## src/sdram_cke_pkg.sv

```systemverilog
// Shared constants, command encodings and state types for the CKE power-state link.
package sdram_cke_pkg;

    // ------------------------------------------------------------------
    // Geometry and fixed timing
    // ------------------------------------------------------------------
    localparam int          BA_W             = 3;
    localparam int          NUM_BANKS        = 8;
    localparam int          SR_WRITE_WAIT_CK = 512;
    localparam logic [7:0]  BANKS_NONE       = 8'h00;
    localparam logic [7:0]  BANKS_ALL        = 8'hFF;

    // ------------------------------------------------------------------
    // Pin patterns {cs_n, ras_n, cas_n, we_n}
    // ------------------------------------------------------------------
    localparam logic [3:0]  PINS_MRS = 4'h0;
    localparam logic [3:0]  PINS_REF = 4'h1;
    localparam logic [3:0]  PINS_PRE = 4'h2;
    localparam logic [3:0]  PINS_ACT = 4'h3;
    localparam logic [3:0]  PINS_WR  = 4'h4;
    localparam logic [3:0]  PINS_RD  = 4'h5;
    localparam logic [3:0]  PINS_ZQ  = 4'h6;
    localparam logic [3:0]  PINS_NOP = 4'h7;
    localparam logic [3:0]  PINS_DES = 4'hF;

    typedef enum logic [2:0] {
        cmd_nop = 3'h0,
        cmd_mrs = 3'h1,
        cmd_ref = 3'h2,
        cmd_act = 3'h3,
        cmd_pre = 3'h4,
        cmd_wr  = 3'h5,
        cmd_rd  = 3'h6,
        cmd_zq  = 3'h7
    } cmd_type;

    typedef enum logic [6:0] {
        st_idle         = 7'h01,
        st_active       = 7'h02,
        st_busy         = 7'h04,
        st_refreshing   = 7'h08,
        st_act_pd       = 7'h10,
        st_pre_pd       = 7'h20,
        st_self_refresh = 7'h40
    } dev_state_type;

    // Deselect folds into the no-operation code: neither starts or stops anything.
    function automatic cmd_type decode_cmd(input logic [3:0] pins);
        cmd_type c;
        c = cmd_nop;
        if (pins[3]) c = cmd_nop;
        else if (pins == PINS_MRS) c = cmd_mrs;
        else if (pins == PINS_REF) c = cmd_ref;
        else if (pins == PINS_PRE) c = cmd_pre;
        else if (pins == PINS_ACT) c = cmd_act;
        else if (pins == PINS_WR)  c = cmd_wr;
        else if (pins == PINS_RD)  c = cmd_rd;
        else if (pins == PINS_ZQ)  c = cmd_zq;
        return c;
    endfunction

    function automatic logic [3:0] encode_cmd(input cmd_type c);
        logic [3:0] p;
        p = PINS_DES;
        case (c)
            cmd_mrs: p = PINS_MRS;
            cmd_ref: p = PINS_REF;
            cmd_pre: p = PINS_PRE;
            cmd_act: p = PINS_ACT;
            cmd_wr:  p = PINS_WR;
            cmd_rd:  p = PINS_RD;
            cmd_zq:  p = PINS_ZQ;
            default: p = PINS_NOP;
        endcase
        return p;
    endfunction

    function automatic logic [7:0] bank_mask(input logic [2:0] ba);
        return 8'h01 << ba;
    endfunction

endpackage

```

## src/sdram_cke_if.sv

```systemverilog
// Pin-level link between the memory controller and the SDRAM power-state logic.
interface sdram_cke_if;
    logic       cke;
    logic [3:0] cmd_pins;
    logic [2:0] ba;
    logic       a10;

    modport controller (output cke, output cmd_pins, output ba, output a10);
    modport device     (input cke, input cmd_pins, input ba, input a10);
endinterface

```

## src/sdram_cke_device.sv

```systemverilog
// SDRAM end: power-state tracking driven by CKE and the command pins.

// Summary of operation
// - No CKE low before tMRD and tMOD.
// - Transition from previous CKE, current CKE, command.
// - CKE low twice: hold state, ignore pins.
// - Power-down entry/exit only with NOP/deselect.
// - Self-refresh exit only with NOP/deselect.
// - Only NOP/deselect throughout tXS.
// - No read or termination before tXSDLL; odt_enabled is set again right after self-refresh exit.
// - No write before 512 cycles after exit.
// - Self refresh from idle: refresh with CKE falling.
// - Never enter self refresh during bursts.
// - Open banks plus falling CKE: active power-down.
// - Burst/precharge entry depends on banks afterwards.
// - Refreshing or idle entry: precharge power-down.
// - No refresh performed while powered down.
// - Hold new CKE level for tCKEmin.
// - Termination ignored; disabled in self refresh.
// - Idle: banks closed, CKE high, timers done.
// - Only listed state/command combinations are legal.
// - Commands decoded from pins at rising edge.
// - Deselect behaves exactly like no-operation.
// - Self-refresh exit taken from CKE level alone.
module sdram_cke_device
    import sdram_cke_pkg::*;
#(
    parameter int CNT_W    = 10,
    parameter int BURST_CK = 4,
    parameter int TRP_CK   = 3,
    parameter int TRFC_CK  = 32,
    parameter int TMOD_CK  = 12,
    parameter int TZQ_CK   = 64,
    parameter int TXP_CK   = 3,
    parameter int TXS_CK   = 40
) (
    input  wire logic          clock,
    input  wire logic          rstn,
    sdram_cke_if.device        link,
    output dev_state_type      power_state,
    output logic [NUM_BANKS-1:0] open_banks,
    output logic               idle,
    output logic               refresh_active,
    output logic               odt_enabled,
    output logic               illegal_cmd
);

    // ------------------------------------------------------------------
    // Parameter checks
    // ------------------------------------------------------------------
    if (CNT_W < 2 || TRFC_CK >= 2**CNT_W || TZQ_CK >= 2**CNT_W || TXS_CK >= 2**CNT_W ||
        BURST_CK < 1 || TRP_CK < 1 || TRFC_CK < 1 || TMOD_CK < 1 || TXP_CK < 1 || TXS_CK < 1) begin : g_check
        $error("sdram_cke_device: timing parameter does not fit the counters");
    end

    localparam logic [CNT_W-1:0] BURST_LD = CNT_W'(BURST_CK);
    localparam logic [CNT_W-1:0] TRP_LD   = CNT_W'(TRP_CK);
    localparam logic [CNT_W-1:0] TRFC_LD  = CNT_W'(TRFC_CK);
    localparam logic [CNT_W-1:0] TMOD_LD  = CNT_W'(TMOD_CK);
    localparam logic [CNT_W-1:0] TZQ_LD   = CNT_W'(TZQ_CK);
    localparam logic [CNT_W-1:0] TXP_LD   = CNT_W'(TXP_CK);
    localparam logic [CNT_W-1:0] TXS_LD   = CNT_W'(TXS_CK);
    localparam logic [CNT_W-1:0] CNT_ZERO = '0;
    localparam logic [CNT_W-1:0] CNT_ONE  = CNT_W'(1);

    // ------------------------------------------------------------------
    // State
    // ------------------------------------------------------------------
    dev_state_type          state_reg,   state_next;
    logic                   cke_prev_reg;
    logic [NUM_BANKS-1:0]   bank_reg,    bank_next;
    logic [NUM_BANKS-1:0]   closing_reg, closing_next;
    logic [CNT_W-1:0]       busy_reg,    busy_next;
    logic [CNT_W-1:0]       ref_reg,     ref_next;
    logic [CNT_W-1:0]       misc_reg,    misc_next;
    logic [CNT_W-1:0]       exit_reg,    exit_next;
    logic                   idle_reg,    idle_next;
    logic                   illegal_reg, illegal_next;
    logic                   refresh_reg, odt_reg;
    cmd_type                cmd;
    logic                   idle_now;

    // The link is driven from the same clock, so the pins are used without synchronisers.
    assign cmd      = decode_cmd(link.cmd_pins);
    assign idle_now = (state_reg == st_idle) && (exit_reg == CNT_ZERO) &&
                      (misc_reg == CNT_ZERO) && cke_prev_reg;

    // ------------------------------------------------------------------
    // Next-state logic
    // ------------------------------------------------------------------
    always_comb begin
        state_next   = state_reg;
        bank_next    = bank_reg;
        closing_next = closing_reg;
        illegal_next = 1'b0;
        busy_next    = (busy_reg != CNT_ZERO) ? busy_reg - CNT_ONE : CNT_ZERO;
        ref_next     = (ref_reg  != CNT_ZERO) ? ref_reg  - CNT_ONE : CNT_ZERO;
        misc_next    = (misc_reg != CNT_ZERO) ? misc_reg - CNT_ONE : CNT_ZERO;
        exit_next    = (exit_reg != CNT_ZERO) ? exit_reg - CNT_ONE : CNT_ZERO;
        // A burst or precharge that was running at power-down entry still finishes inside.
        if (busy_reg == CNT_ONE) begin
            bank_next    = bank_reg & ~closing_reg;
            closing_next = BANKS_NONE;
        end
        case (state_reg)
            st_act_pd, st_pre_pd: begin
                if (link.cke) begin
                    state_next = (bank_next != BANKS_NONE) ? st_active : st_idle;
                    exit_next  = TXP_LD;
                    if (cmd != cmd_nop) illegal_next = 1'b1;
                end
            end
            st_self_refresh: begin
                if (link.cke) begin
                    state_next = st_idle;
                    exit_next  = TXS_LD;
                end
            end
            default: begin
                if (cke_prev_reg && !link.cke) begin
                    if (cmd == cmd_ref && idle_now) begin
                        state_next = st_self_refresh;
                    end else if (cmd == cmd_nop) begin
                        if (state_reg == st_active) begin
                            state_next = st_act_pd;
                        end else if (state_reg == st_busy) begin
                            state_next = ((bank_reg & ~closing_reg) != BANKS_NONE) ?
                                         st_act_pd : st_pre_pd;
                        end else begin
                            state_next = st_pre_pd;
                        end
                    end else begin
                        illegal_next = 1'b1;
                    end
                end else begin
                    if (cmd != cmd_nop && (exit_reg != CNT_ZERO || !link.cke)) begin
                        illegal_next = 1'b1;
                    end
                    case (cmd)
                        cmd_act: bank_next = bank_next | bank_mask(link.ba);
                        cmd_rd, cmd_wr: begin
                            busy_next = BURST_LD;
                            if (link.a10) closing_next = closing_next | bank_mask(link.ba);
                        end
                        cmd_pre: begin
                            busy_next    = TRP_LD;
                            closing_next = link.a10 ? BANKS_ALL : (closing_next | bank_mask(link.ba));
                        end
                        cmd_ref: ref_next  = TRFC_LD;
                        cmd_mrs: misc_next = TMOD_LD;
                        cmd_zq:  misc_next = TZQ_LD;
                        default: ;
                    endcase
                    if (ref_next != CNT_ZERO) state_next = st_refreshing;
                    else if (busy_next != CNT_ZERO) state_next = st_busy;
                    else if (bank_next != BANKS_NONE) state_next = st_active;
                    else state_next = st_idle;
                end
            end
        endcase
        idle_next = (state_next == st_idle) && link.cke &&
                    (exit_next == CNT_ZERO) && (misc_next == CNT_ZERO);
    end

    // ------------------------------------------------------------------
    // Registers
    // ------------------------------------------------------------------
    always_ff @(posedge clock or negedge rstn) begin
        if (!rstn) begin
            cke_prev_reg <= 1'b0;
        end else begin
            cke_prev_reg <= link.cke;
        end
    end

    always_ff @(posedge clock or negedge rstn) begin
        if (!rstn) begin
            state_reg   <= st_idle;
            bank_reg    <= BANKS_NONE;
            closing_reg <= BANKS_NONE;
            busy_reg    <= CNT_ZERO;
            misc_reg    <= CNT_ZERO;
            exit_reg    <= CNT_ZERO;
        end else begin
            state_reg   <= state_next;
            bank_reg    <= bank_next;
            closing_reg <= closing_next;
            busy_reg    <= busy_next;
            misc_reg    <= misc_next;
            exit_reg    <= exit_next;
        end
    end

    // A refresh started before power-down finishes, but no new one is ever begun inside it.
    always_ff @(posedge clock or negedge rstn) begin
        if (!rstn) begin
            ref_reg     <= CNT_ZERO;
            refresh_reg <= 1'b0;
        end else begin
            ref_reg     <= ref_next;
            refresh_reg <= (state_next == st_self_refresh) ||
                           (state_next == st_refreshing);
        end
    end

    always_ff @(posedge clock or negedge rstn) begin
        if (!rstn) begin
            idle_reg    <= 1'b0;
            illegal_reg <= 1'b0;
            odt_reg     <= 1'b0;
        end else begin
            idle_reg    <= idle_next;
            illegal_reg <= illegal_next;
            odt_reg     <= (state_next != st_self_refresh);
        end
    end

    assign power_state    = state_reg;
    assign open_banks     = bank_reg;
    assign idle           = idle_reg;
    assign refresh_active = refresh_reg;
    assign odt_enabled    = odt_reg;
    assign illegal_cmd    = illegal_reg;

endmodule

```

## src/flat_wrapper.sv

```systemverilog
// flat-port wrapper written by rule: the top's interface ports become plain ports
module sdram_cke_device_flat import sdram_cke_pkg::*;
#(
    parameter int CNT_W    = 10,
    parameter int BURST_CK = 4,
    parameter int TRP_CK   = 3,
    parameter int TRFC_CK  = 32,
    parameter int TMOD_CK  = 12,
    parameter int TZQ_CK   = 64,
    parameter int TXP_CK   = 3,
    parameter int TXS_CK   = 40
)
  (clock, rstn, power_state, open_banks, idle, refresh_active, odt_enabled, illegal_cmd, link_cke, link_cmd_pins, link_ba, link_a10);
  sdram_cke_if link_i ();
  input  wire logic clock;
  input  wire logic rstn;
  output dev_state_type power_state;
  output logic [NUM_BANKS-1:0] open_banks;
  output logic idle;
  output logic refresh_active;
  output logic odt_enabled;
  output logic illegal_cmd;
  input wire logic [$bits(link_i.cke)-1:0] link_cke;
  input wire logic [$bits(link_i.cmd_pins)-1:0] link_cmd_pins;
  input wire logic [$bits(link_i.ba)-1:0] link_ba;
  input wire logic [$bits(link_i.a10)-1:0] link_a10;
  assign link_i.cke = link_cke;
  assign link_i.cmd_pins = link_cmd_pins;
  assign link_i.ba = link_ba;
  assign link_i.a10 = link_a10;
  sdram_cke_device #(.CNT_W(CNT_W), .BURST_CK(BURST_CK), .TRP_CK(TRP_CK), .TRFC_CK(TRFC_CK), .TMOD_CK(TMOD_CK), .TZQ_CK(TZQ_CK), .TXP_CK(TXP_CK), .TXS_CK(TXS_CK)) u_core (.clock(clock), .rstn(rstn), .link(link_i), .power_state(power_state), .open_banks(open_banks), .idle(idle), .refresh_active(refresh_active), .odt_enabled(odt_enabled), .illegal_cmd(illegal_cmd));
endmodule
```

## config.mk

```make
export PLATFORM = sky130hd
export DESIGN_NAME = sdram_cke_device_flat
export DESIGN_NICKNAME = d
export VERILOG_FILES = /design/src/sdram_cke_pkg.sv /design/src/sdram_cke_if.sv /design/src/sdram_cke_device.sv /design/src/flat_wrapper.sv
export SDC_FILE = /design/constraint.sdc
export NUM_CORES = 1
export LEC_CHECK = 0
export ABC_AREA = 1
export BUFFER_PORTS_ARGS = -buffer_cell sky130_fd_sc_hd__buf_2
export CAP_MARGIN = 20
export CORE_UTILIZATION = 60
export CTS_BUF_LIST = sky130_fd_sc_hd__clkbuf_4 sky130_fd_sc_hd__clkbuf_8 sky130_fd_sc_hd__clkbuf_16
export DETAILED_ROUTE_END_ITERATION = 10
export MAX_ROUTING_LAYER = met4
export PLACE_DENSITY = 0.82
export SYNTH_ARGS = -nofsm -noshare
export SYNTH_HDL_FRONTEND = slang
export SYNTH_SLANG_ARGS = --single-unit
```

## constraint.sdc

```tcl
create_clock -name clock -period 2.5 [get_ports clock]
set_clock_uncertainty 0.15 [all_clocks]
set_input_delay 0 -clock clock [delete_from_list [all_inputs] [get_ports clock]]
set_output_delay 0 -clock clock [all_outputs]
set_load 0.02 [all_outputs]
```

---- Word-level counts from Yosys, hierarchy flattened ----
Cells that the tools add are included.
storage, ports and cells
  register bits ........................... 68
  bits of input ports ..................... 11
  output and inout port bits .............. 19
operators by class
  bitwise operators ....................... 4
  $add $sub $neg .......................... 4
  shift-type cells ........................ 1
  mux-type cells .......................... 60
  eq/ne operators ......................... 24
  reductions and logical operators ........ 31
operator list
  operator               number
  $mux 10                17
  $mux 8                 11
  $mux 7                 9
  $pmux 10 s2            3
  $reduce_bool 10->1     6
  $logic_not 10->1       4
  $sub 10x1->10 const B  4
  $mux 3                 8
  $reduce_bool 8->1      3
  $or 8x8->8             2
  $pmux 8 s2             1
  $eq 7x1->1 const B     2
  $eq 7x7->1 const B     2
  $pmux 7 s2             1
  $eq 3x3->1 const B     4
  $eq 4x3->1 const B     3
  $eq 10x1->1 const B    1
  $logic_and 1x1->1      9
  $and 8x8->8            1
  $eq 4x2->1 const B     2
  $not 8->8              1
  $shl 1x3->8 const A    1
  $eq 7x2->1 const B     1
  $eq 7x3->1 const B     1
  18 further kinds       27

---- Longest topological paths before layout ----
  depth after elaboration ................. 23
  depth in mapped cells ................... 17
  gate-level depth less buffers ........... 17

---- Least setup slack after synthesis ----
OpenSTA, ideal clock, no wires.
  path type ............................... flip-flop to flip-flop
  from .................................... register u_core.ref_reg[0]
  to ...................................... register u_core.refresh_reg (netlist: u_core.refresh_active)
  slack ................................... 0.344 ns
  data required time ...................... 2.231 ns
  library setup time ...................... 0.119 ns
  arrival ................................. 1.887 ns
  stages on the path, launching flop included .. 17
  cell sequence ........................... dfrtp_1 -> inv_1 -> ha_1 -> nand2_2 -> nor2_4 -> nand3_4 -> buf_6 -> nand2_4 -> nand3_2 -> nor2_1 -> nand2_1 -> nor2_2 -> nand2_1 -> nand2_1 -> nand2_2 -> nand2_1 -> a21oi_2
between the ends
  word-level cells in the longest chain between the ends .. 11
  elaborated cells on any way between the ends .. 13
  those cells by class .................... 1 x add/sub; 2 x eq/ne; 7 x mux; 3 x reduce/logical
ends and longest elaborated chain
  item                                                 line                                              source
  from (decl)                                          sdram_cke_device.sv:74                            logic [CNT_W-1:0] ref_reg, ref_next;
  from (signal assigned)                               sdram_cke_device.sv:200                           ref_reg <= ref_next;
  $sub 10x1->10 or $reduce_bool 10->1 (tied branches)  sdram_cke_device.sv:97                            ref_next = (ref_reg != CNT_ZERO) ? ref_reg - CNT_ONE : CNT_ZERO;
  $mux 10 (*)                                          sdram_cke_device.sv:97
  $mux 10 (*)                                          sdram_cke_device.sv:139                           case (cmd)
  $mux 10 (*)                                          sdram_cke_device.sv:120                           if (cke_prev_reg && !link.cke) begin
  $mux 10 (*)                                          sdram_cke_device.sv:105                           case (state_reg)
  $reduce_bool 10->1 (*)                               sdram_cke_device.sv:154                           if (ref_next != CNT_ZERO) state_next = st_refreshing;
  $mux 7 (*)                                           sdram_cke_device.sv:154
  $mux 7 (*)                                           sdram_cke_device.sv:120
  $pmux 7 s2 (*)                                       sdram_cke_device.sv:105
  $eq 7x7->1 or $eq 7x4->1 (tied branches)             sdram_cke_device.sv:201, sdram_cke_device.sv:202
  $logic_or 1x1->1 (*)                                 sdram_cke_device.sv:201                           refresh_reg <= (state_next == st_self_refresh) ||
  to (signal assigned)                                 sdram_cke_device.sv:201
  to (decl)                                            sdram_cke_device.sv:79                            logic refresh_reg, odt_reg;
Every way passes the cells marked *; elsewhere a longest branch is shown, timed or not. The select of a mux whose other input is x is not followed.

---- Final worst setup path ----
  from .................................... register u_core.state_reg[3] (netlist: u_core.power_state[3])
  to ...................................... register u_core.idle_reg (netlist: u_core.idle)
between the ends
  word-level cells in the longest chain between the ends .. 12
  elaborated cells on any way between the ends .. 28
  those cells by class .................... 7 x eq/ne; 10 x mux; 11 x reduce/logical
ends and longest elaborated chain
  item                                                 line                     source
  from (decl)                                          sdram_cke_device.sv:69   dev_state_type state_reg, state_next;
  from (signal assigned)                               sdram_cke_device.sv:178  state_reg <= st_idle;
  from (signal assigned)                               sdram_cke_device.sv:185  state_reg <= state_next;
  branches (longest 11 deep; another with $eq 7x3->1)  -
  $logic_and 1x1->1 (*)                                sdram_cke_device.sv:162  (exit_next == CNT_ZERO) && (misc_next == CNT_ZERO);
  named net u_core.idle_next                           sdram_cke_device.sv:77   logic idle_reg, idle_next;
  to (signal assigned)                                 sdram_cke_device.sv:212  idle_reg <= idle_next;
  to (decl)                                            sdram_cke_device.sv:77
Mark *: on every way through the listed nets, which the timed path passes.

==> results.md <==
- Drt first pass iters: 5
- Number of diodes: 0
- R2R setup slack: between 0.15 and 0.2 ns
- CP arrival: between 2 and 2.5 ns
- Ports: 30
- Area Overhead vs Synth: 12.5%
- Net Count, Synth: between 600 and 700
- Std cell rows: 31
- Die ar.: around 7900 um2
- Simple-gate share of the synthesized area: 0.384
- Pleak: 2.66 nW
- Design area: 5110 um2
- Mapped Area: between 4000 and 5000 um2
- Max Cap Violations: 0
- Top_reg_cell synth: dfrtp_1
- Relative slew slack: 0.560
- Met2 usage in global routing: 0.473
- Global-route met3 utilization: 0.0619
- Vias in the first global route: about 3800
- Power consumption: 5.35 mW
- Post-Synth XOR/XNOR Area: 0.0193
- Yosys top cell by area: dfrtp_1
- Drt total wl: between 10000 and 15000 um
- GRT Resource Usage Total: 0.301
- Synth area leaders: dfrtp_1, nand2_1, inv_1
- EDFF count, synth: 0
- Clock sink count: 68
- Yosys reg bits: between 60 and 70
- # nets final: around 700
- Initial Util: 0.623
- Gate count of the mapped netlist: 633
- Mean post-synth cell area: approximately 7 um2
- WL/cell: around 14 um
- Outcome: finished clean
- Share of the synthesized area in the top cell type: 0.369
- Final hold violation count: 0
- DPL Wire Length: 7710 um
- H-tree Lvls: 3
- Minimum setup slack after placement: about 0.12 ns
- Die X-Extent: approximately 89 um
- GR Layer Usage met1: 0.390
- Complex-gate fraction of the synthesized area: 0.101
- Post-route ant nets: 0
- First-iteration detailed-routing DRC count: 297
- Final setup fails: 0
- Period utilisation layout: 0.936
- Clock buffer depth: 2
- CTS Buf Count: 9
- Clk pin slew, worst setup/hold paths: 0.07 ns
- Crit end category: flop
- Min-delay worst type: input port to asynchronous set/reset pin
- Required @ worst endpoint: 2.59 ns
- Area of placed instances: ~4800 um2
- Layout cell share with drive strength beyond 1: 0.202
- Crit path max fanout: 8
- Final number of max-transition violations: 0
- Post-Place Cells: 757
- Crit-path max cell delay: about 0.45 ns
- Port Buffer Count: 29
- Async S/R FF share, synth: 1.00
- Vias/cell: between 5 and 6
- Gr busiest metal: met2
- Fmax: approximately 430 MHz
- Vias: approximately 4300
- DRC violations left: 0
- GP Congestion: just over 0.9
- Final non-filler cell total: just under 800
- Initial antenna violation count: 0
- Die Ht: between 80 and 90 um
- Crit-path slowest cell: dfrtp_1
- Pin count of the biggest net entering global routing: 43
- Grt ovf: 0
- CORE AREA: about 7300 um2
- Adder-cell area share of the yosys netlist: 0.0138
- Post-layout util: 0.700
- Tightest Pin Transition: about 0.66 ns
- Final worst slack: roughly 0.16 ns
- YS warnings: 0
- Unrepaired setup endpoints after global routing: false
- TNS Setup: 0 ns
- Pwr dens: 1050 nW/um2
- Mux contribution to synthesized area: 0
- Most common cell after layout, fill and taps aside: nand2_1
- Clock Tree Root: clkbuf_8
- Max rail drop VDD: between 700 and 800 uV
- First-pass GRT wire length: 17500 um
- Crit-path cells: nor2_4 > nand3_2 > nor2_4 > inv_2 > nand2_2 > nor2_8 > o21ai_4 > nand2_1 > a31oi_1 > nor2_1 > nand3b_1 > nor2_1
- CTS tree: yes
- Synth cell types: 39
- Crit path time final: roughly 2.3 ns
- Worst Setup Start Kind: flop
- Later-pin clock latency in the skew report: ~0.35 ns
- Most frequent cells in the layout: nand2_1, inv_1, nor2_1, dfrtp_1, nand3_1
- Largest family of logic cells by synthesized area: simple AND/OR/NAND/NOR gates
- Worst Hold Slack: between 0.06 and 0.07 ns
- Post-synthesis sequential area ratio: 0.375
- Setup CP Type: flop to flop
## critical path, delay by kind of cell, from the launching register on
kind | cells | cell delay [ns]
flip-flops | 1 | 0.45
AND/OR/NAND/NOR | 9 | 1.24
AO/OA/AOI/OAI | 2 | 0.33
buffers and inverters | 1 | 0.06
## power by group
| part | switching (mW) | internal (mW) |
|---|---|---|
| combinational | 1.69 | 0.997 |
| clock | 0.415 | 0.359 |
| sequential | 0.366 | 1.53 |
## kinds of logic (layout without fill, tap and decap cells)
family | after synthesis | count (layout)
AND/OR/NAND/NOR | 354 | 354
flip-flops | 68 | 68
XOR/XNOR | 10 | 10
AO/OA/AOI/OAI | 76 | 76
buffers and inverters | 120 | 176
adder cells (fa/ha/maj) | 5 | 5
## layout make-up
cell class / count / area, um2
Tap cell: 99 / 124
Multi-Input combinational cell: 445 / 2360
Inverter: 113 / 424
Sequential cell: 68 / 1700
Fill cell: 610 / 2190
Timing Repair Buffer: 48 / 333
Clock inverter: 5 / 30.0
Clock buffer: 10 / 131
## path summary, 6_finish.rpt
check	end	cells past startpoint	from
max in group asynchronous	u_core.power_state[0]	3	rstn
hold reg to reg	u_core.misc_reg[0]	1	u_core.misc_reg[0]
setup reg to reg	u_core.idle	12	u_core.power_state[3]
hold / removal	u_core.ref_reg[4]	2	rstn
setup / recovery	u_core.idle	12	u_core.power_state[3]
min in group clock	u_core.cke_prev_reg	2	link_cke
## synthesized netlist by cell type, drive strengths merged, types with 2 or more instances
library cell and number:
a31o 2, nor2 96, or2 4, nand2 158
xnor2 2, a21oi 26, o21bai 4, a22o 7
o21ai 34, nand4 13, nand3 66, buf 7
ha 5, and2 2, inv 112, nand3b 2
dfrtp 67, xor2 8, nor3 13
## routing by layer
| layer | vias to the layer above | routed length [um] |
|---|---|---|
| li1 | 2111 | - |
| met1 | 1980 | 4840 |
| met2 | 139 | 5090 |
| met3 | 23 | 629 |
| met4 | 0 | 190 |
| met5 | - | 0 |
## repair_timing
action,in CTS,in global routing
gates resized for setup,0,4
hold buffers,13,0
endpoints found under the setup margin,0,4
hold endpoints to repair,51,0
buffers inserted,0,3
No activity file was read; power rests on OpenSTA's default activity.
